**src/rtl/atwc_defines.vh**
```
// register offsets, field positions, reset values and constants for the timer
`ifndef ATWC_DEFINES_VH
`define ATWC_DEFINES_VH

// ------------------------------------------------------------------
// register byte offsets
// ------------------------------------------------------------------
`define ATWC_OFF_CTRL_A    12'h000
`define ATWC_OFF_CTRL_B    12'h004
`define ATWC_OFF_COUNT     12'h008
`define ATWC_OFF_CMP_A     12'h00C
`define ATWC_OFF_CMP_B     12'h010
`define ATWC_OFF_ASYNC     12'h014
`define ATWC_OFF_GEN       12'h018
`define ATWC_OFF_STATUS    12'h01C

// ------------------------------------------------------------------
// field positions
// ------------------------------------------------------------------
`define ATWC_A_MODE_A_HI   7
`define ATWC_A_MODE_A_LO   6
`define ATWC_A_MODE_B_HI   5
`define ATWC_A_MODE_B_LO   4
`define ATWC_B_FORCE_A     7
`define ATWC_B_FORCE_B     6
`define ATWC_B_MODE_HIGH   3
`define ATWC_GEN_PSR       1
`define ATWC_ASYNC_SEL     0

// ------------------------------------------------------------------
// reset values and constants
// ------------------------------------------------------------------
`define ATWC_RST_BYTE      8'h00
`define ATWC_MAX           8'hFF
`define ATWC_BOTTOM        8'h00
`define ATWC_PRE_W         10

`endif

```
**src/rtl/atwc_timer.v**
```verilog
// timer clock selection, prescaler, waveform modes and compare outputs
//
// The implementer's own choices: the APB register port and the register addresses.
`timescale 1ns/10ps
module atwc_timer (
   input  wire        pclk,
   input  wire        presetn,
   input  wire        clk_en,
   input  wire        psel,
   input  wire        penable,
   input  wire        pwrite,
   input  wire [11:0] paddr,
   input  wire [31:0] pwdata,
   output reg  [31:0] prdata,
   output wire        pready,
   output wire        pslverr,
   input  wire        osc_input_pin,
   input  wire        dir_a,
   input  wire        dir_b,
   output reg         channel_a_output,
   output reg         channel_b_output,
   output wire        pin_a_override,
   output wire        pin_b_override,
   output wire        pin_a_oe_n,
   output wire        pin_b_oe_n,
   output wire        osc_pins_detached,
   output reg         overflow_flag
);
`include "atwc_defines.vh"

   localparam [2:0] WM_NORMAL = 3'h0;
   localparam [2:0] WM_PC_FF  = 3'h1;
   localparam [2:0] WM_CLR_M  = 3'h2;
   localparam [2:0] WM_FP_FF  = 3'h3;
   localparam [2:0] WM_PC_A   = 3'h5;
   localparam [2:0] WM_FP_A   = 3'h7;

   // ---------------------------------------------------------------
   // registers
   // ---------------------------------------------------------------
   reg  [1:0]  channel_a_output_mode;
   reg  [1:0]  channel_b_output_mode;
   reg  [1:0]  wgm_low;
   reg         waveform_mode_high_bit;
   reg  [2:0]  clock_divider_select;
   reg         async_clock_select;
   reg  [7:0]  count;
   reg  [7:0]  compare_value_a;
   reg  [7:0]  compare_value_b;
   reg  [7:0]  buf_a;
   reg  [7:0]  buf_b;
   reg         count_down;
   reg  [9:0]  prescale;
   reg         osc_s1;
   reg         osc_s2;
   reg         osc_s3;
   wire [2:0]  waveform_mode;
   wire        is_fast;
   wire        is_pc;
   wire        pwm;
   wire [7:0]  top;
   wire        src_tick;
   reg         tick;
   wire        wr;
   wire        rd;
   wire        psr_req;

   assign waveform_mode = {waveform_mode_high_bit, wgm_low};
   // modes 4 and 6 are reserved and act as normal counting
   assign is_fast = (waveform_mode == WM_FP_FF) ||
                    (waveform_mode == WM_FP_A);
   assign is_pc   = (waveform_mode == WM_PC_FF) ||
                    (waveform_mode == WM_PC_A);
   assign pwm     = is_fast || is_pc;
   assign top     = (waveform_mode == WM_CLR_M || waveform_mode == WM_PC_A ||
                     waveform_mode == WM_FP_A) ? compare_value_a
                                               : `ATWC_MAX;

   // ---------------------------------------------------------------
   // apb slave: zero wait states, no error
   // ---------------------------------------------------------------
   assign pready  = 1'b1;
   assign pslverr = 1'b0;
   assign wr      = psel && penable && pwrite && clk_en;
   assign rd      = psel && !pwrite;
   assign psr_req = wr && (paddr == `ATWC_OFF_GEN) &&
                    pwdata[`ATWC_GEN_PSR];

   // read mux; reserved bits and strobes read zero
   always @(posedge pclk or negedge presetn) begin
      if (!presetn) begin
         prdata <= 32'h00000000;
      end else if (clk_en && rd && !penable) begin
         case (paddr)
            `ATWC_OFF_CTRL_A: prdata <= {24'h000000, channel_a_output_mode,
                                  channel_b_output_mode, 2'h0,
                                  wgm_low};
            `ATWC_OFF_CTRL_B: prdata <= {28'h0000000,
                                  waveform_mode_high_bit,
                                  clock_divider_select};
            `ATWC_OFF_COUNT:  prdata <= {24'h000000, count};
            `ATWC_OFF_CMP_A:  prdata <= {24'h000000, buf_a};
            `ATWC_OFF_CMP_B:  prdata <= {24'h000000, buf_b};
            `ATWC_OFF_ASYNC:  prdata <= {31'h00000000, async_clock_select};
            `ATWC_OFF_STATUS: prdata <= {29'h00000000, count_down,
                                  channel_b_output, channel_a_output};
            default:          prdata <= 32'h00000000;
         endcase
      end
   end

   // ---------------------------------------------------------------
   // clock source: pclk, or synchronised crystal rising edge
   // ---------------------------------------------------------------
   // the crystal is far slower than pclk, so an edge detect suffices
   always @(posedge pclk or negedge presetn) begin
      if (!presetn) begin
         osc_s1 <= 1'b0;
         osc_s2 <= 1'b0;
         osc_s3 <= 1'b0;
      end else if (clk_en) begin
         osc_s1 <= osc_input_pin;
         osc_s2 <= osc_s1;
         osc_s3 <= osc_s2;
      end
   end

   assign src_tick = async_clock_select ? (osc_s2 && !osc_s3) : 1'b1;
   assign osc_pins_detached = async_clock_select;

   // prescaler counter, restarted by the reset strobe
   always @(posedge pclk or negedge presetn) begin
      if (!presetn) begin
         prescale <= 10'h000;
      end else if (clk_en) begin
         if (psr_req) begin
            prescale <= 10'h000;
         end else if (src_tick) begin
            prescale <= prescale + 10'h001;
         end
      end
   end

   // divider choice: tick when the low bits of the prescaler wrap
   always @* begin
      case (clock_divider_select)
         3'h0:    tick = 1'b0;
         3'h1:    tick = src_tick;
         3'h2:    tick = src_tick && (prescale[2:0] == 3'h7);
         3'h3:    tick = src_tick && (prescale[4:0] == 5'h1F);
         3'h4:    tick = src_tick && (prescale[5:0] == 6'h3F);
         3'h5:    tick = src_tick && (prescale[6:0] == 7'h7F);
         3'h6:    tick = src_tick && (prescale[7:0] == 8'hFF);
         default: tick = src_tick && (prescale == 10'h3FF);
      endcase
   end

   // ---------------------------------------------------------------
   // counter and double-buffered compare values
   // ---------------------------------------------------------------
   wire wr_cnt  = wr && (paddr == `ATWC_OFF_COUNT);
   wire at_top  = (count == top);
   wire at_bot  = (count == `ATWC_BOTTOM);
   wire match_a = (count == compare_value_a);
   wire match_b = (count == compare_value_b);

   always @(posedge pclk or negedge presetn) begin
      if (!presetn) begin
         count      <= `ATWC_RST_BYTE;
         count_down <= 1'b0;
      end else if (clk_en) begin
         if (wr_cnt) begin
            count <= pwdata[7:0];
         end else if (tick) begin
            if (is_pc) begin
               if (count_down) begin
                  count <= at_bot ? 8'h01 : count - 8'h01;
                  count_down <= !at_bot;
               end else begin
                  count <= at_top ? count - 8'h01 : count + 8'h01;
                  count_down <= at_top;
               end
            end else begin
               count <= at_top ? `ATWC_BOTTOM : count + 8'h01;
               count_down <= 1'b0;
            end
         end
      end
   end

   // compare update: immediate in non-PWM modes, at TOP in both fast and phase correct PWM
   wire upd_now = !pwm || (tick && (is_pc ? at_top : at_top));

   always @(posedge pclk or negedge presetn) begin
      if (!presetn) begin
         compare_value_a <= `ATWC_RST_BYTE;
         compare_value_b <= `ATWC_RST_BYTE;
      end else if (clk_en && upd_now) begin
         compare_value_a <= pwm ? buf_a : buf_a;
         compare_value_b <= buf_b;
      end
   end

   // overflow pulse: MAX, BOTTOM in phase correct, TOP in mode 7
   always @(posedge pclk or negedge presetn) begin
      if (!presetn) begin
         overflow_flag <= 1'b0;
      end else if (clk_en) begin
         if (is_pc) begin
            overflow_flag <= tick && count_down && at_bot;
         end else if (waveform_mode == WM_FP_A) begin
            overflow_flag <= tick && at_top;
         end else begin
            overflow_flag <= tick && (count == `ATWC_MAX);
         end
      end
   end

   // ---------------------------------------------------------------
   // control register writes
   // ---------------------------------------------------------------
   always @(posedge pclk or negedge presetn) begin
      if (!presetn) begin
         channel_a_output_mode  <= 2'h0;
         channel_b_output_mode  <= 2'h0;
         wgm_low                <= 2'h0;
         waveform_mode_high_bit <= 1'b0;
         clock_divider_select   <= 3'h0;
         async_clock_select     <= 1'b0;
         buf_a                  <= `ATWC_RST_BYTE;
         buf_b                  <= `ATWC_RST_BYTE;
      end else if (wr) begin
         case (paddr)
            `ATWC_OFF_CTRL_A: begin
               channel_a_output_mode <= pwdata[7:6];
               channel_b_output_mode <= pwdata[5:4];
               wgm_low               <= pwdata[1:0];
            end
            `ATWC_OFF_CTRL_B: begin
               waveform_mode_high_bit <= pwdata[`ATWC_B_MODE_HIGH];
               clock_divider_select   <= pwdata[2:0];
            end
            `ATWC_OFF_CMP_A:  buf_a <= pwdata[7:0];
            `ATWC_OFF_CMP_B:  buf_b <= pwdata[7:0];
            `ATWC_OFF_ASYNC:
               async_clock_select <= pwdata[`ATWC_ASYNC_SEL];
            default: ;
         endcase
      end
   end

   // force strobes act only in non-PWM modes and read as zero
   wire force_a = wr && (paddr == `ATWC_OFF_CTRL_B) && !pwm &&
                  pwdata[`ATWC_B_FORCE_A];
   wire force_b = wr && (paddr == `ATWC_OFF_CTRL_B) && !pwm &&
                  pwdata[`ATWC_B_FORCE_B];

   // ---------------------------------------------------------------
   // compare output generation, one function for both channels
   // ---------------------------------------------------------------
   // act = {change, value}; chan_a selects the toggle allowance; the
   // counter state comes in as st = {pwm, high mode bit, tick, fast,
   // at top, counting down} so that the caller sees every change of it
   function [1:0] out_act;
      input [1:0] mode;
      input       chan_a;
      input       hit;
      input       cmp_top;
      input       cur;
      input [5:0] st;
      reg   [1:0] r;
      begin
         r = 2'b00;
         if (!st[5]) begin
            if (hit) begin
               case (mode)
                  2'h1:    r = {1'b1, !cur};
                  2'h2:    r = 2'b10;
                  2'h3:    r = 2'b11;
                  default: r = 2'b00;
               endcase
            end
         end else if (mode == 2'h1) begin
            // toggle only channel A with the high mode bit; B is reserved
            if (chan_a && st[4] && hit && st[3])
               r = {1'b1, !cur};
         end else if (mode[1] && st[3]) begin
            if (st[2]) begin
               if (st[1])
                  r = {1'b1, !mode[0]};
               else if (hit && !cmp_top)
                  r = {1'b1, mode[0]};
            end else if (cmp_top) begin
               // level of a down-counting match, so the pin stands still
               if (st[1])
                  r = {1'b1, !mode[0]};
            end else if (hit) begin
               r = {1'b1, mode[0] ^ st[0]};
            end
         end
         out_act = r;
      end
   endfunction

   wire [5:0] wave_state = {pwm, waveform_mode_high_bit, tick, is_fast,
                            at_top, count_down};
   wire [1:0] act_a = out_act(channel_a_output_mode, 1'b1,
                              force_a || (match_a && (tick || pwm)),
                              compare_value_a == top, channel_a_output,
                              wave_state);
   wire [1:0] act_b = out_act(channel_b_output_mode, 1'b0,
                              force_b || (match_b && (tick || pwm)),
                              compare_value_b == top, channel_b_output,
                              wave_state);

   // outputs change only when an action is due
   always @(posedge pclk or negedge presetn) begin
      if (!presetn) begin
         channel_a_output <= 1'b0;
         channel_b_output <= 1'b0;
      end else if (clk_en) begin
         if (act_a[1])
            channel_a_output <= act_a[0];
         if (act_b[1])
            channel_b_output <= act_b[0];
      end
   end

   // pin takeover and driver enable (enable is active low)
   assign pin_a_override = |channel_a_output_mode;
   assign pin_b_override = |channel_b_output_mode;
   assign pin_a_oe_n     = !(pin_a_override && dir_a);
   assign pin_b_oe_n     = !(pin_b_override && dir_b);

endmodule // atwc_timer

```
**config.mk**
```make
export PLATFORM = sky130hd
export DESIGN_NAME = atwc_timer
export DESIGN_NICKNAME = d
export VERILOG_FILES = /design/src/rtl/atwc_timer.v
export VERILOG_INCLUDE_DIRS = /design/src /design/src/rtl
export SDC_FILE = /design/constraint.sdc
export NUM_CORES = 1
export LEC_CHECK = 0
export BUFFER_PORTS_ARGS = -buffer_cell sky130_fd_sc_hd__buf_2
export CORE_MARGIN = 2
export CORE_UTILIZATION = 40
export DETAILED_ROUTE_END_ITERATION = 8
export GPL_TIMING_DRIVEN = 0
export PLACE_DENSITY = 0.69
export SYNTH_ARGS = -nofsm -noshare
export SYNTH_HDL_FRONTEND = slang
export SYNTH_SLANG_ARGS = --single-unit
```
**constraint.sdc**
```tcl
create_clock -name pclk -period 3 [get_ports pclk]
set_input_delay 0.6 -clock pclk [delete_from_list [all_inputs] [get_ports pclk]]
set_output_delay 0.6 -clock pclk [all_outputs]
set_load 0.05 [all_outputs]
```
# ---- After elaboration in Yosys (flattened, before gate mapping)
# Cells that the tools add are included.
dict set report classes {
  add_sub_neg 3
  multipliers 0
  n_div 0
  order_cmp 0
  n_eq_ne 36
  shifts 0
  muxes 40
  bitwise 3
  n_reduce_logical 74
}
# operator count
set op_table {}
lappend op_table {{$mux W8} 8}
lappend op_table {{$pmux W8 S7} 1}
lappend op_table {{$eq A12 B5 Y1 const B} 4}
lappend op_table {{$mux W2} 21}
lappend op_table {{$eq A8 B8 Y1} 5}
lappend op_table {{$logic_and A1 B1 Y1} 35}
lappend op_table {{$eq A12 B4 Y1 const B} 2}
lappend op_table {{$mux W10} 2}
lappend op_table {{$eq A3 B3 Y1 const B} 6}
lappend op_table {{$reduce_and A2 Y1} 9}
lappend op_table {{$eq A8 B8 Y1 const B} 2}
lappend op_table {{$logic_not A1 Y1} 13}
lappend op_table {{$eq A12 B3 Y1 const B} 1}
lappend op_table {{$eq A3 B2 Y1 const B} 4}
lappend op_table {{$logic_not A12 Y1} 1}
lappend op_table {{$pmux W2 S3} 2}
lappend op_table {{$add A10 B1 Y10 const B} 1}
lappend op_table {{$eq A10 B10 Y1 const B} 1}
lappend op_table {{$logic_or A1 B1 Y1} 9}
lappend op_table {{$add A8 B1 Y8 const B} 1}
lappend op_table {{$eq A2 B2 Y1 const B} 4}
lappend op_table {{$logic_not A8 Y1} 1}
lappend op_table {{$sub A8 B1 Y8 const B} 1}
lappend op_table {{$eq A7 B7 Y1 const B} 1}
lappend op_table {{other kinds (12)} 21}
dict set report word_totals {
  reg_bits 100
  latch_bits 0
  mem_bits_rw 0
  romBits 0
  out_inout_bits 42
  memories 0
}

# ---- Longest topological paths before layout
# Gate-level depths: netlist of the first run.
dict set report logic_depth {
  word_depth 16
  ltp_mapped 11
}

# ---- Worst setup path after synthesis of the first run
# No wires, ideal clock.
dict set report synth_timing {
  path_kind {register -> register}
  from {reg waveform_mode_high_bit}
  to {reg compare_value_a[0]}
  setup_time_ps 125
  arrival_ps 2828
  path_slack_ps 47
  stages_incl_launch_ff 12
  path_buffers 4
  synth_period_minus_slack_ps 2953
  cell_sequence {dfrtp_1 buf_6 or3b_1 buf_6 a2111oi_1 nor3_1 or4_1 buf_6 o21ai_4 nand2_4 buf_6 mux2_4}
}
dict set report synth_via {
  elab_chain_len 8
  elab_cells_between_ends 16
  classes_between {eq/ne (6); mux (1); reduce/logical (9)}
}
# item line_no
set synth_rtl {}
lappend synth_rtl {{start: declaration} atwc_timer.v:44} ;# reg waveform_mode_high_bit;
lappend synth_rtl {{start signal: assignment} atwc_timer.v:240} ;# waveform_mode_high_bit <= pwdata[`ATWC_B_MODE_HIGH];
lappend synth_rtl {{$eq A3 B2 Y1 or $eq A3 B3 Y1 (tied branches)} {atwc_timer.v:75, atwc_timer.v:73}}
lappend synth_rtl {{$logic_or A1 B1 Y1 (2 in a row)} atwc_timer.v:75} ;# assign top = (waveform_mode == WM_CLR_M || waveform_mode == WM_PC_A ||
lappend synth_rtl {{$mux W8 (no line)} --}
lappend synth_rtl {{$eq A8 B8 Y1} atwc_timer.v:162} ;# wire at_top = (count == top);
lappend synth_rtl {{$logic_and A1 B1 Y1} atwc_timer.v:192} ;# wire upd_now = !pwm || (tick && (is_pc ? at_top : at_top));
lappend synth_rtl {{$logic_or A1 B1 Y1 (*)} atwc_timer.v:192}
lappend synth_rtl {{$logic_and A1 B1 Y1 (*)} atwc_timer.v:198} ;# end else if (clk_en && upd_now) begin
lappend synth_rtl {{end signal: assignment} atwc_timer.v:196} ;# compare_value_a <= `ATWC_RST_BYTE;
lappend synth_rtl {{end signal: assignment} atwc_timer.v:199} ;# compare_value_a <= pwm ? buf_a : buf_a;
lappend synth_rtl {{end: declaration} atwc_timer.v:48} ;# reg [7:0] compare_value_a;
# Mark *: on every way between the ends. The rest lies on a longest branch, timed or not.
# A chain may end at the register's enable or synchronous reset.

# ---- Worst setup path in the final report of the first run
dict set report layout_timing {
  from {reg waveform_mode_high_bit}
  to {reg compare_value_b[4]}
}
dict set report layout_via {
  elab_chain_len 8
  elab_cells_between_ends 16
  classes_between {eq/ne (6); mux (1); reduce/logical (9)}
}
# item line_no
set layout_rtl {}
lappend layout_rtl {{$eq A3 B2 Y1 or $eq A3 B3 Y1 (tied branches)} {atwc_timer.v:75, atwc_timer.v:73}}
lappend layout_rtl {{$logic_or A1 B1 Y1 (2 in a row)} atwc_timer.v:75}
lappend layout_rtl {{$mux W8 (no line)} --}
lappend layout_rtl {{$eq A8 B8 Y1} atwc_timer.v:162}
lappend layout_rtl {{$logic_and A1 B1 Y1} atwc_timer.v:192}
lappend layout_rtl {{$logic_or A1 B1 Y1 (*)} atwc_timer.v:192}
lappend layout_rtl {{$logic_and A1 B1 Y1 (*)} atwc_timer.v:198}
lappend layout_rtl {{end signal: assignment} atwc_timer.v:197} ;# compare_value_b <= `ATWC_RST_BYTE;
lappend layout_rtl {{end signal: assignment} atwc_timer.v:200} ;# compare_value_b <= buf_b;
lappend layout_rtl {{end: declaration} atwc_timer.v:49} ;# reg [7:0] compare_value_b;
# Marked as above.

==> out/results.ini, run 1 <==
[synth]
netlist.top_cell.by_area = sky130_fd_sc_hd__dfrtp_1
synth.ff_latch_count = 76
yosys-top-cells-area = sky130_fd_sc_hd__dfrtp_1 (38%), sky130_fd_sc_hd__mux2_2 (7.6%), sky130_fd_sc_hd__nand2_1 (5.3%)
synth.cell_area_um2 = 5010
netlist-cell-type-count = 64
synthesis.yosys.warnings = 0
syn-mean-instance-area_um2 = 9.32
yosys_most_used_dff = sky130_fd_sc_hd__dfrtp_1
synth.top_cell.area_share = 0.379
synth-edff-count = 0
netlist_instances = 538
async_flop_share = 1.00
sequential_area_share_after_synthesis = 0.379

[routing]
final_antenna_net_count = 0
vias_per_cell = 5.72
wirelength_mm = 15.0
routed_wire_per_std_cell_um = 18.6
routed_via_count = 4625
firstDrtPassIters = 8
post-route-drc-count = 0
1st_iter_drt_viols = 341

[setup_path]
critical_path_arrival_ns = 3.27
cp_slowest_cell = sky130_fd_sc_hd__or4_4
cpLargestDelayFamily = simple AND/OR/NAND/NOR gates
timing.critical_path.from_type = flip-flop
crit_type = reg2reg
worstPathCellList = buf_6, or3b_4, buf_8, a2111oi_4, nor3_2, or4_4, buf_8, o21ai_4, nand2_4, buf_12, mux2_4
cp_max_fo = 10
endpoint_kind = flip-flop
cpPeakStageDelay_ns = 0.56
cp.required_ns = 3.22
critical-path-top-cell-by-count = sky130_fd_sc_hd__buf_8
critical_path.n_buffers_inverters = 4

[global_route]
met2_usage = 0.359
grt_use_met1 = 0.318
global_route.peak_usage_layer = met2
initial_antenna_violation_count = 1
largest_net_degree_at_the_start_of_global_routing = 48
grt_pass1_wl_mm = 23.5
overflow = 0
number_of_global_route_vias_before_repair = 4368
use_met3 = 0.0439
global_route.usage.total = 0.229

[power_and_ir_drop]
total_power_mw = 2.54
max-vdd-ir-drop_mv = 0.379
power_per_unit_of_standard_cell_area_nw_per_um2 = 406
static_leakage_nw = 2.80

[timing]
tightest_slew_ns = 1.07
min_period_over_period = 1.01
fin_hold_ws_ns = 0.195
timing.final.ws_setup_ns = -0.0434
report.final.hold_viol_count = 0
final-max-slew-violation-count = 0
timing.final.setup_violations = 17
setup_tns_ns = -0.407
unrepaired_setup_endpoints_after_global_routing = true
timing.clock.skew_ns = 0.0103
maxClockFrequency_mhz = 329
post-route-min-period_ns = 3.04
slew-limit-headroom = 0.283

[floorplanning]
fp.dieArea_um2 = 13400
floorplan.rows = 40
core_um2 = 12100
die_height_um = 116
die_x_um = 116
floorplan.io_pins = 95
floorplan.initialDensity = 0.414

[job]
max-cap-violations = 0

[final_layout]
n_antenna_cell = 0
syn_to_final_growth_pct = 24.7
drive_above_1_share = 0.298
multi_input_area_um2 = 3050
finish.net_count = 693
final_core_utilization = 0.516
fillers = 1126
most-common-layout-cells = sky130_fd_sc_hd__dfrtp_1 (74), sky130_fd_sc_hd__nand2_1 (71), sky130_fd_sc_hd__buf_4 (44)
final_common_cell = sky130_fd_sc_hd__dfrtp_1
layout.area.seq_um2 = 1900

[cts]
worst_skew_pair.late_latency_ns = 0.35
worst_setup_hold_path_clk_slew_ns = 0.06
cts_htree_levels = 3
cts_tree = built
cts_made_buffers = 9
ctsRootBufferMaster = sky130_fd_sc_hd__clkbuf_16
maximum_count_of_clock_buffers_along_a_single_path = 2
clkSinkCount = 76

[min_path]
min_path_type = in2async

[placed_design]
finalWeightedCongestion = 0.918
place.port_buffers = 43
detailedPlacementHpwl_mm = 10.8

[outcome]
run_status = complete, but fails checks
violations_in_the_final_reports = setup timing

[cells in the mapped netlist, types with 2 or more instances]
cell type and count:
sky130_fd_sc_hd__a31oi_1 7, sky130_fd_sc_hd__o32ai_1 6, sky130_fd_sc_hd__nand2_1 71, sky130_fd_sc_hd__and2_1 4, sky130_fd_sc_hd__a2111oi_0 8, sky130_fd_sc_hd__and3b_1 2, sky130_fd_sc_hd__mux2_4 10, sky130_fd_sc_hd__nor2_1 35
sky130_fd_sc_hd__buf_4 27, sky130_fd_sc_hd__buf_6 4, sky130_fd_sc_hd__or4_1 2, sky130_fd_sc_hd__and3_1 7, sky130_fd_sc_hd__o32a_1 2, sky130_fd_sc_hd__xnor2_1 14, sky130_fd_sc_hd__inv_1 12, sky130_fd_sc_hd__a222oi_1 5
sky130_fd_sc_hd__or2_2 3, sky130_fd_sc_hd__a21oi_1 19, sky130_fd_sc_hd__ha_1 5, sky130_fd_sc_hd__conb_1 2, sky130_fd_sc_hd__mux2_2 34, sky130_fd_sc_hd__mux2i_1 5, sky130_fd_sc_hd__or3_1 6, sky130_fd_sc_hd__nor4_2 2
sky130_fd_sc_hd__a211oi_1 6, sky130_fd_sc_hd__o211ai_1 4, sky130_fd_sc_hd__nand2b_1 4, sky130_fd_sc_hd__nor3b_1 2, sky130_fd_sc_hd__nor3_1 15, sky130_fd_sc_hd__a22oi_1 2, sky130_fd_sc_hd__o41ai_1 2, sky130_fd_sc_hd__a22o_1 10
sky130_fd_sc_hd__buf_1 4, sky130_fd_sc_hd__nor4_1 7, sky130_fd_sc_hd__o22ai_1 2, sky130_fd_sc_hd__o21ai_0 29, sky130_fd_sc_hd__nand3_1 8, sky130_fd_sc_hd__clkbuf_1 16, sky130_fd_sc_hd__a221oi_1 4, sky130_fd_sc_hd__xor2_1 17
sky130_fd_sc_hd__o31ai_1 3, sky130_fd_sc_hd__nand4_1 11, sky130_fd_sc_hd__o221ai_1 4, sky130_fd_sc_hd__dfrtp_1 76
[per-layer routing]
layer	vias to the layer above	wire (um)
met5	-	30
met4	2	312
met3	30	1050
met2	223	7020
met1	2232	6600
li1	2138	-
[sequential cells by signal, summed over array words and instances (netlist names)]
register and cells:
prescale 10, buf_a 8, buf_b 8, compare_value_a 8
compare_value_b 8, count 8, prdata 8, clock_divider_select 3
channel_a_output_mode 2, channel_b_output_mode 2, wgm_low 2, channel_a_output 1
channel_b_output 1, count_down 1, osc_pins_detached 1, osc_s1 1
osc_s2 1, osc_s3 1, overflow_flag 1, waveform_mode_high_bit 1
[cells by family (layout without fill, tap and decap cells)]
kind of cell / count (synthesis) / count (layout) / synth area share
compound gates: 125 / 125 / 0.180
simple gates: 187 / 187 / 0.183
mux: 49 / 49 / 0.116
xor+xnor: 31 / 31 / 0.0541
fa+ha+maj: 5 / 5 / 0.0125
other cells: 2 / 26 / 0.00150
buf+inv: 63 / 141 / 0.0734
flops: 76 / 76 / 0.379
[final timing paths]
kind / endpoint / from / slack (ns) / cells past startpoint
setup reg to reg: compare_value_b[4]$_DFFE_PN0P_ / waveform_mode_high_bit$_DFFE_PN0P_ / -0.04 / 11
min in group pclk: osc_s1$_DFFE_PN0P_ / osc_input_pin / 0.49 / 2
hold / removal: count[4]$_DFFE_PN0P_ / presetn / 0.19 / 1
max in group asynchronous: wgm_low[0]$_DFFE_PN0P_ / presetn / 2.23 / 2
hold reg to reg: prdata[0]$_DFFE_PN0P_ / prdata[0]$_DFFE_PN0P_ / 0.50 / 1
setup / recovery: compare_value_b[4]$_DFFE_PN0P_ / waveform_mode_high_bit$_DFFE_PN0P_ / -0.04 / 11
[power breakdown]
part	internal (mW)	total [mW]	switching, mW
combinational	0.0999	0.284	0.184
sequential	1.07	1.12	0.0465
clock	0.694	1.14	0.442
total	1.86	2.54	0.673
[per-stage QoR]
step                instance area [um^2]  setup slack (ns)  cells
finish                              6250           -0.0434    808
detailed placement                  5560            -0.497    774
global route                        6250            -0.135    808
global placement                    5530            -0.415    773
CTS                                 6130           -0.0162    802
floorplan                           5100            0.0473    562
[final cells by class]
type / count / share of cell area
Multi-Input combinational cell: 423 / 0.488
Sequential cell: 76 / 0.305
Timing Repair Buffer: 62 / 0.0620
Buffer: 51 / 0.0546
Clock buffer: 12 / 0.0410
Tap cell: 168 / 0.0336
Clock inverter: 4 / 0.00880
Inverter: 12 / 0.00720
[timing repair]
item / CTS / global route
endpoints found under the setup margin: 20 / 26
gates resized for setup: 37 / 19
setup buffers: 10 / 6
cloned: 2 / 0
pin swaps: 7 / 4
hold buffers: 0 / 0
No activity file was read; power rests on OpenSTA's default activity.
==> inputs of run 2 (changes only) <==
--- a/config.mk
+++ b/config.mk
@@ -7,8 +7,9 @@
 export NUM_CORES = 1
 export LEC_CHECK = 0
 export BUFFER_PORTS_ARGS = -buffer_cell sky130_fd_sc_hd__buf_2
-export CORE_MARGIN = 2
+export CORE_MARGIN = 5
 export CORE_UTILIZATION = 40
+export CTS_BUF_LIST = sky130_fd_sc_hd__clkbuf_4
 export DETAILED_ROUTE_END_ITERATION = 8
 export GPL_TIMING_DRIVEN = 0
 export PLACE_DENSITY = 0.69
==> out/results.ini, run 2 (synthesis gave the netlist of run 1 again) <==
[setup_path]
rr_worst_depth = 10  ; -1
timing.critical_path.from_type = flip-flop
reg2reg_capture_point = compare_value_a[0]$_DFFE_PN0P_
critical_path_arrival_ns = 3.34  ; +0.07 ns
cp_max_fo = 6  ; -4
endpoint_kind = flip-flop
rrSetupSlack_ns = 0.008  ; +0.05 ns
crit_type = reg2reg
r2r_start = wgm_low[0]$_DFFE_PN0P_
cp.required_ns = 3.34  ; +0.12 ns

[final_layout]
layout.area.seq_um2 = 1900  ; about the same
drive_above_1_share = 0.298  ; -0.000763
n_antenna_cell = 0  ; unchanged
finish.net_count = 698  ; +0.72%
syn_to_final_growth_pct = 22.4
largest_register = prescale
fillers = 1162  ; +3.2%
largest_register_ffs = 10  ; unchanged
multi_input_area_um2 = 3060  ; about the same
final_common_cell = sky130_fd_sc_hd__dfrtp_1
post_layout_nonfiller_instances = 817  ; +1.1%
most-common-layout-cells = sky130_fd_sc_hd__dfrtp_1 (75), sky130_fd_sc_hd__nand2_1 (71), sky130_fd_sc_hd__buf_4 (46)

[placed_design]
place.port_buffers = 43  ; unchanged
placed_cells = 779  ; +0.65%
detailedPlacementHpwl_mm = 10.9  ; +1.0%
finalWeightedCongestion = 0.899  ; -2.0%
placement.setup.worst_slack_ns = -0.417  ; +0.0806 ns

[global_route]
initial_antenna_violation_count = 0  ; -1
grt_pass1_wl_mm = 23.8  ; +0.99%
number_of_global_route_vias_before_repair = 4420  ; +1.2%
global_route.usage.total = 0.204  ; -0.0245
overflow = 0  ; unchanged
largest_net_degree_at_the_start_of_global_routing = 50  ; +4.2%

[cts]
clkSinkCount = 76  ; unchanged
maximum_count_of_clock_buffers_along_a_single_path = 2  ; unchanged
ctsRootBufferMaster = sky130_fd_sc_hd__clkbuf_4
cts_tree = built
cts_made_buffers = 9  ; unchanged
cts_htree_levels = 3  ; unchanged
worst_skew_pair.late_latency_ns = 0.44  ; +0.09 ns
worst_setup_hold_path_clk_slew_ns = 0.14  ; +0.08 ns

[routing]
met1_length_mm = 6.58  ; -0.24%
final_antenna_net_count = 0  ; unchanged
route.top_layer_used = met4
dr_wl_met3_mm = 1.03  ; -2.6%
routed_wire_per_std_cell_um = 18.6  ; about the same
wirelength_mm = 15.2  ; +1.2%
vias_per_cell = 5.70  ; -0.44%
dr_wl_met2_mm = 7.17  ; +2.1%
routed_via_count = 4656  ; +0.67%
1st_iter_drt_viols = 502  ; +47%
post-route-drc-count = 0  ; unchanged
firstDrtPassIters = 5  ; -3

[timing]
min_period_over_period = 0.997  ; -0.0170
timing.clock.skew_ns = 0.0171  ; +0.00683 ns
report.final.hold_viol_count = 0  ; unchanged
fin_hold_ws_ns = 0.0729  ; -0.122 ns
unrepaired_setup_endpoints_after_global_routing = true
maxClockFrequency_mhz = 334  ; +1.7%
final-max-slew-violation-count = 0  ; unchanged
timing.final.setup_violations = 0  ; -17
slew-limit-headroom = 0.298  ; +0.0148
tightest_slew_ns = 1.05  ; -0.0222 ns
post-route-min-period_ns = 2.99  ; -0.0510 ns
timing.final.ws_setup_ns = 0.00765  ; +0.0510 ns

[floorplanning]
floorplan.initialDensity = 0.402  ; -0.0118
floorplan.io_pins = 95  ; unchanged
core_um2 = 12500  ; +2.9%
floorplan.rows = 41  ; +2.5%
die_height_um = 122  ; +5.2%
die_x_um = 122  ; +5.2%
fp.dieArea_um2 = 14900  ; +11%

[power_and_ir_drop]
power_per_unit_of_standard_cell_area_nw_per_um2 = 339  ; -16%
max-vdd-ir-drop_mv = 0.255  ; -33%
static_leakage_nw = 2.73  ; -2.3%

[min_path]
min_path_type = in2async

[job]
max-cap-violations = 0  ; unchanged

[outcome]
run_status = complete, no violations

-- run 2: final cells by class --
type / count / share of cell area
plain buffers: 51 / 0.0551
flip-flops and latches: 76 / 0.310
multi-input cells: 423 / 0.498
repair buffers: 67 / 0.0714
clock buffers: 9 / 0.0110
well taps: 172 / 0.0351
clock inverters: 7 / 0.0120
inverters: 12 / 0.00734
-- run 2: per-layer routing --
layer | GRT usage | up-vias
met5 | 0 | -
met4 | 0.0672 | 0
met3 | 0.0362 | 41
met2 | 0.322 | 222
met1 | 0.285 | 2252
li1 | - | 2141
-- run 2: worst max-delay path by stage --
stage / cells after the start / to / start
after floorplan: 11 / compare_value_a[0]$_DFFE_PN0P_ / waveform_mode_high_bit$_DFFE_PN0P_
after global placement: 9 / channel_b_output$_DFFE_PN0P_ / paddr[9]
after detailed placement: 10 / count[4]$_DFFE_PN0P_ / waveform_mode_high_bit$_DFFE_PN0P_
after CTS: 11 / compare_value_a[1]$_DFFE_PN0P_ / waveform_mode_high_bit$_DFFE_PN0P_
after global routing: 11 / channel_a_output$_DFFE_PN0P_ / waveform_mode_high_bit$_DFFE_PN0P_
final: 10 / compare_value_a[0]$_DFFE_PN0P_ / wgm_low[0]$_DFFE_PN0P_
-- run 2: power breakdown --
group	leakage, nW	internal [mW]	switching [mW]
clock network	0.0739	0.260	0.412
logic	1.64	0.110	0.187
registers	1.01	1.07	0.0417
total	2.73	1.44	0.641
-- run 2: critical path, cell delays in order (launching register included) --
cell and delay (ns):
sky130_fd_sc_hd__dfrtp_1 0.47, sky130_fd_sc_hd__or3b_4 0.45, sky130_fd_sc_hd__buf_8 0.16, sky130_fd_sc_hd__a2111oi_4 0.35
sky130_fd_sc_hd__nor3_2 0.10, sky130_fd_sc_hd__or4_4 0.52, sky130_fd_sc_hd__buf_6 0.16, sky130_fd_sc_hd__o21ai_4 0.14
sky130_fd_sc_hd__nand2_4 0.10, sky130_fd_sc_hd__clkbuf_16 0.17, sky130_fd_sc_hd__mux2_4 0.29
-- run 2: timing repair --
item,in CTS,in global routing
pin swaps,12,12
hold buffers,0,0
gates cloned,2,1
resized for setup,34,19
buffers inserted,8,11
endpoints found under the setup margin,23,26
-- run 2: through the flow --
step | cell area, um^2 | TNS [ns] | total power, mW | utilization
6_report | 6140 | 0 | 2.08 | 0.492
5_1_grt | 6140 | -0.995 | 2.18 | 0.492
4_1_cts | 5950 | -0.00198 | 2.08 | 0.477
3_5_place_dp | 5570 | -5.49 | 1.41 | 0.447
3_3_place_gp | 5540 | -5.82 | 1.40 | 0.444
2_1_floorplan | 5100 | 0 | 1.33 | -
==> inputs of run 3 (changes only) <==
--- a/config.mk
+++ b/config.mk
@@ -9,7 +9,7 @@
 export BUFFER_PORTS_ARGS = -buffer_cell sky130_fd_sc_hd__buf_2
 export CORE_MARGIN = 5
 export CORE_UTILIZATION = 40
-export CTS_BUF_LIST = sky130_fd_sc_hd__clkbuf_4
+export CTS_CLUSTER_SIZE = 30
 export DETAILED_ROUTE_END_ITERATION = 8
 export GPL_TIMING_DRIVEN = 0
 export PLACE_DENSITY = 0.69
==> out/results.ini, run 3 (synthesis gave the netlist of run 1 again) <==
[routing]
final_antenna_net_count = 0  ; unchanged
firstDrtPassIters = 5  ; unchanged
routed_via_count = 4672  ; +0.34%
1st_iter_drt_viols = 467  ; -7.0%
routed_wire_per_std_cell_um = 18.6  ; -0.14%
vias_per_cell = 5.74  ; +0.71%
post-route-drc-count = 0  ; unchanged
wirelength_mm = 15.1  ; -0.51%

[job]
max-cap-violations = 0  ; unchanged

[floorplanning]
floorplan.io_pins = 95  ; unchanged
fp.dieArea_um2 = 14900  ; unchanged
die_x_um = 122  ; unchanged
die_height_um = 122  ; unchanged
core_um2 = 12500  ; unchanged
floorplan.initialDensity = 0.402  ; unchanged
floorplan.rows = 41  ; unchanged

[timing]
min_period_over_period = 1.00  ; +0.00311
final-max-slew-violation-count = 0  ; unchanged
maxClockFrequency_mhz = 333  ; -0.31%
unrepaired_setup_endpoints_after_global_routing = true
fin_hold_ws_ns = 0.191  ; +0.118 ns
timing.final.setup_violations = 1  ; +1
slew-limit-headroom = 0.314  ; +0.0159
timing.final.ws_setup_ns = -0.00169  ; -0.00934 ns
tightest_slew_ns = 1.03  ; -0.0238 ns
post-route-min-period_ns = 3.00  ; +0.00934 ns
report.final.hold_viol_count = 0  ; unchanged
timing.clock.skew_ns = 0.00844  ; -0.00866 ns

[power_and_ir_drop]
total_power_mw = 2.57  ; +23%
max-vdd-ir-drop_mv = 0.256  ; +0.40%
power_per_unit_of_standard_cell_area_nw_per_um2 = 406  ; +20%
static_leakage_nw = 2.82  ; +3.2%

[setup_path]
worstPathCellList = or3b_4, buf_8, a2111oi_4, nor3_2, or4_4, buf_6, o21ai_4, nand2_4, clkbuf_16, mux2_4
endpoint_kind = flip-flop
reg2reg_capture_point = compare_value_a[0]$_DFFE_PN0P_
cpPeakStageDelay_ns = 0.55  ; +0.03 ns
rr_worst_depth = 10  ; unchanged
worstSetupStartpoint = wgm_low[0]$_DFFE_PN0P_
cp.required_ns = 3.22  ; -0.12 ns
cp_slowest_cell = sky130_fd_sc_hd__or4_4
r2r_start = wgm_low[0]$_DFFE_PN0P_
timing.critical_path.from_type = flip-flop
cp_max_fo = 6  ; unchanged
rrSetupSlack_ns = -0.002  ; about the same
crit_type = reg2reg
critical_path_arrival_ns = 3.22  ; -0.12 ns

[outcome]
violations_in_the_final_reports = setup timing
run_status = complete, but fails checks

[final_layout]
most-common-layout-cells = sky130_fd_sc_hd__dfrtp_1 (75), sky130_fd_sc_hd__nand2_1 (71), sky130_fd_sc_hd__buf_2 (45)
post_layout_nonfiller_instances = 814  ; -0.37%
largest_register_ffs = 10  ; unchanged
final_common_cell = sky130_fd_sc_hd__dfrtp_1
syn_to_final_growth_pct = 26.0
largest_register = prescale
finish.net_count = 695  ; -0.43%
drive_above_1_share = 0.298  ; about the same
n_antenna_cell = 0  ; unchanged
fillers = 1142  ; -1.7%

[cts]
cts_htree_levels = 3  ; unchanged
cts-hold-fix-buffers = 0  ; unchanged
maximum_count_of_clock_buffers_along_a_single_path = 2  ; unchanged
cts_made_buffers = 9  ; unchanged
clkSinkCount = 76  ; unchanged
worst_skew_pair.late_latency_ns = 0.34  ; -0.10 ns
worst_setup_hold_path_clk_slew_ns = 0.06  ; -0.08 ns
cts_tree = built
ctsRootBufferMaster = sky130_fd_sc_hd__clkbuf_16

[global_route]
overflow = 0  ; unchanged
largest_net_degree_at_the_start_of_global_routing = 50  ; unchanged
initial_antenna_violation_count = 0  ; unchanged
global_route.usage.total = 0.204  ; -0.000609
number_of_global_route_vias_before_repair = 4403  ; -0.38%
grt_pass1_wl_mm = 23.7  ; -0.40%

[placed_design]
place.port_buffers = 43  ; unchanged
detailedPlacementHpwl_mm = 10.9  ; unchanged
placed_cells = 779  ; unchanged
finalWeightedCongestion = 0.899  ; unchanged

[min_path]
min_path_type = in2async

## run 3: changes by cell type in the layout (fill, tap and decap cells not counted), moves of 2 or more
cell                        change
sky130_fd_sc_hd__buf_4          -3
sky130_fd_sc_hd__clkbuf_8       +2
sky130_fd_sc_hd__clkinv_1       -2
sky130_fd_sc_hd__clkbuf_4       -9
sky130_fd_sc_hd__clkbuf_16      +9
## run 3: worst max-delay path by stage
stage | to | slack, ns | cells after the start
finish | compare_value_a[0]$_DFFE_PN0P_ | -0.002 | 10
global route | channel_a_output$_DFFE_PN0P_ | -0.07 | 10
CTS | compare_value_b[5]$_DFFE_PN0P_ | 0.003 | 11
detailed placement | count[4]$_DFFE_PN0P_ | -0.42 | 10
global placement | channel_b_output$_DFFE_PN0P_ | -0.41 | 9
floorplan | compare_value_a[0]$_DFFE_PN0P_ | 0.05 | 11
## run 3: power breakdown
part           internal, mW  leakage, nW  total [mW]  switching [mW]
registers              1.07         1.01        1.11          0.0460
logic                 0.101         1.65       0.281           0.180
clock network         0.702        0.155        1.17           0.469
## run 3: area by class of cell
cell class                      instances  area [um^2]  share of cell area
Tap cell                              172          215              0.0341
Clock buffer                           11          253              0.0400
Clock inverter                          5         66.3              0.0105
Timing Repair Buffer                   64          415              0.0657
Multi-Input combinational cell        423         3080               0.488
Inverter                               12         45.0             0.00713
Sequential cell                        76         1900               0.301
Buffer                                 51          338              0.0535
## run 3: per-stage QoR
step	utilization	instance area (um^2)	worst slack (ns)	setup TNS, ns
3_5_place_dp	0.447	5570	-0.417	-5.49
6_report	0.507	6320	-0.00169	-0.00169
5_1_grt	0.507	6320	-0.0748	-0.501
3_3_place_gp	0.444	5540	-0.414	-5.82
2_1_floorplan	-	5100	0.0473	0
4_1_cts	0.489	6090	0.00277	0
## run 3: layer usage
metal	vias to the layer above	share of wire	track usage
met4	0	0.023	0.0756
met5	-	0	0
met2	226	0.47	0.323
met3	32	0.068	0.0334
li1	2139	-	-
met1	2275	0.43	0.281
## run 3: worst max-delay path, delay by kind of cell (launching register included)
family | cells | cell delay [ns]
AOI/OAI and AO/OA | 2 | 0.47
buffers and inverters | 3 | 0.49
DFF | 1 | 0.45
muxes | 1 | 0.29
and+or+nand+nor | 4 | 1.20
## run 3: repair_timing
item / 4_1_cts / 5_1_grt
pin swaps: 8 / 14
endpoints found under the setup margin: 20 / 33
setup buffers: 7 / 9
cloned: 2 / 1
gates resized for setup: 29 / 27
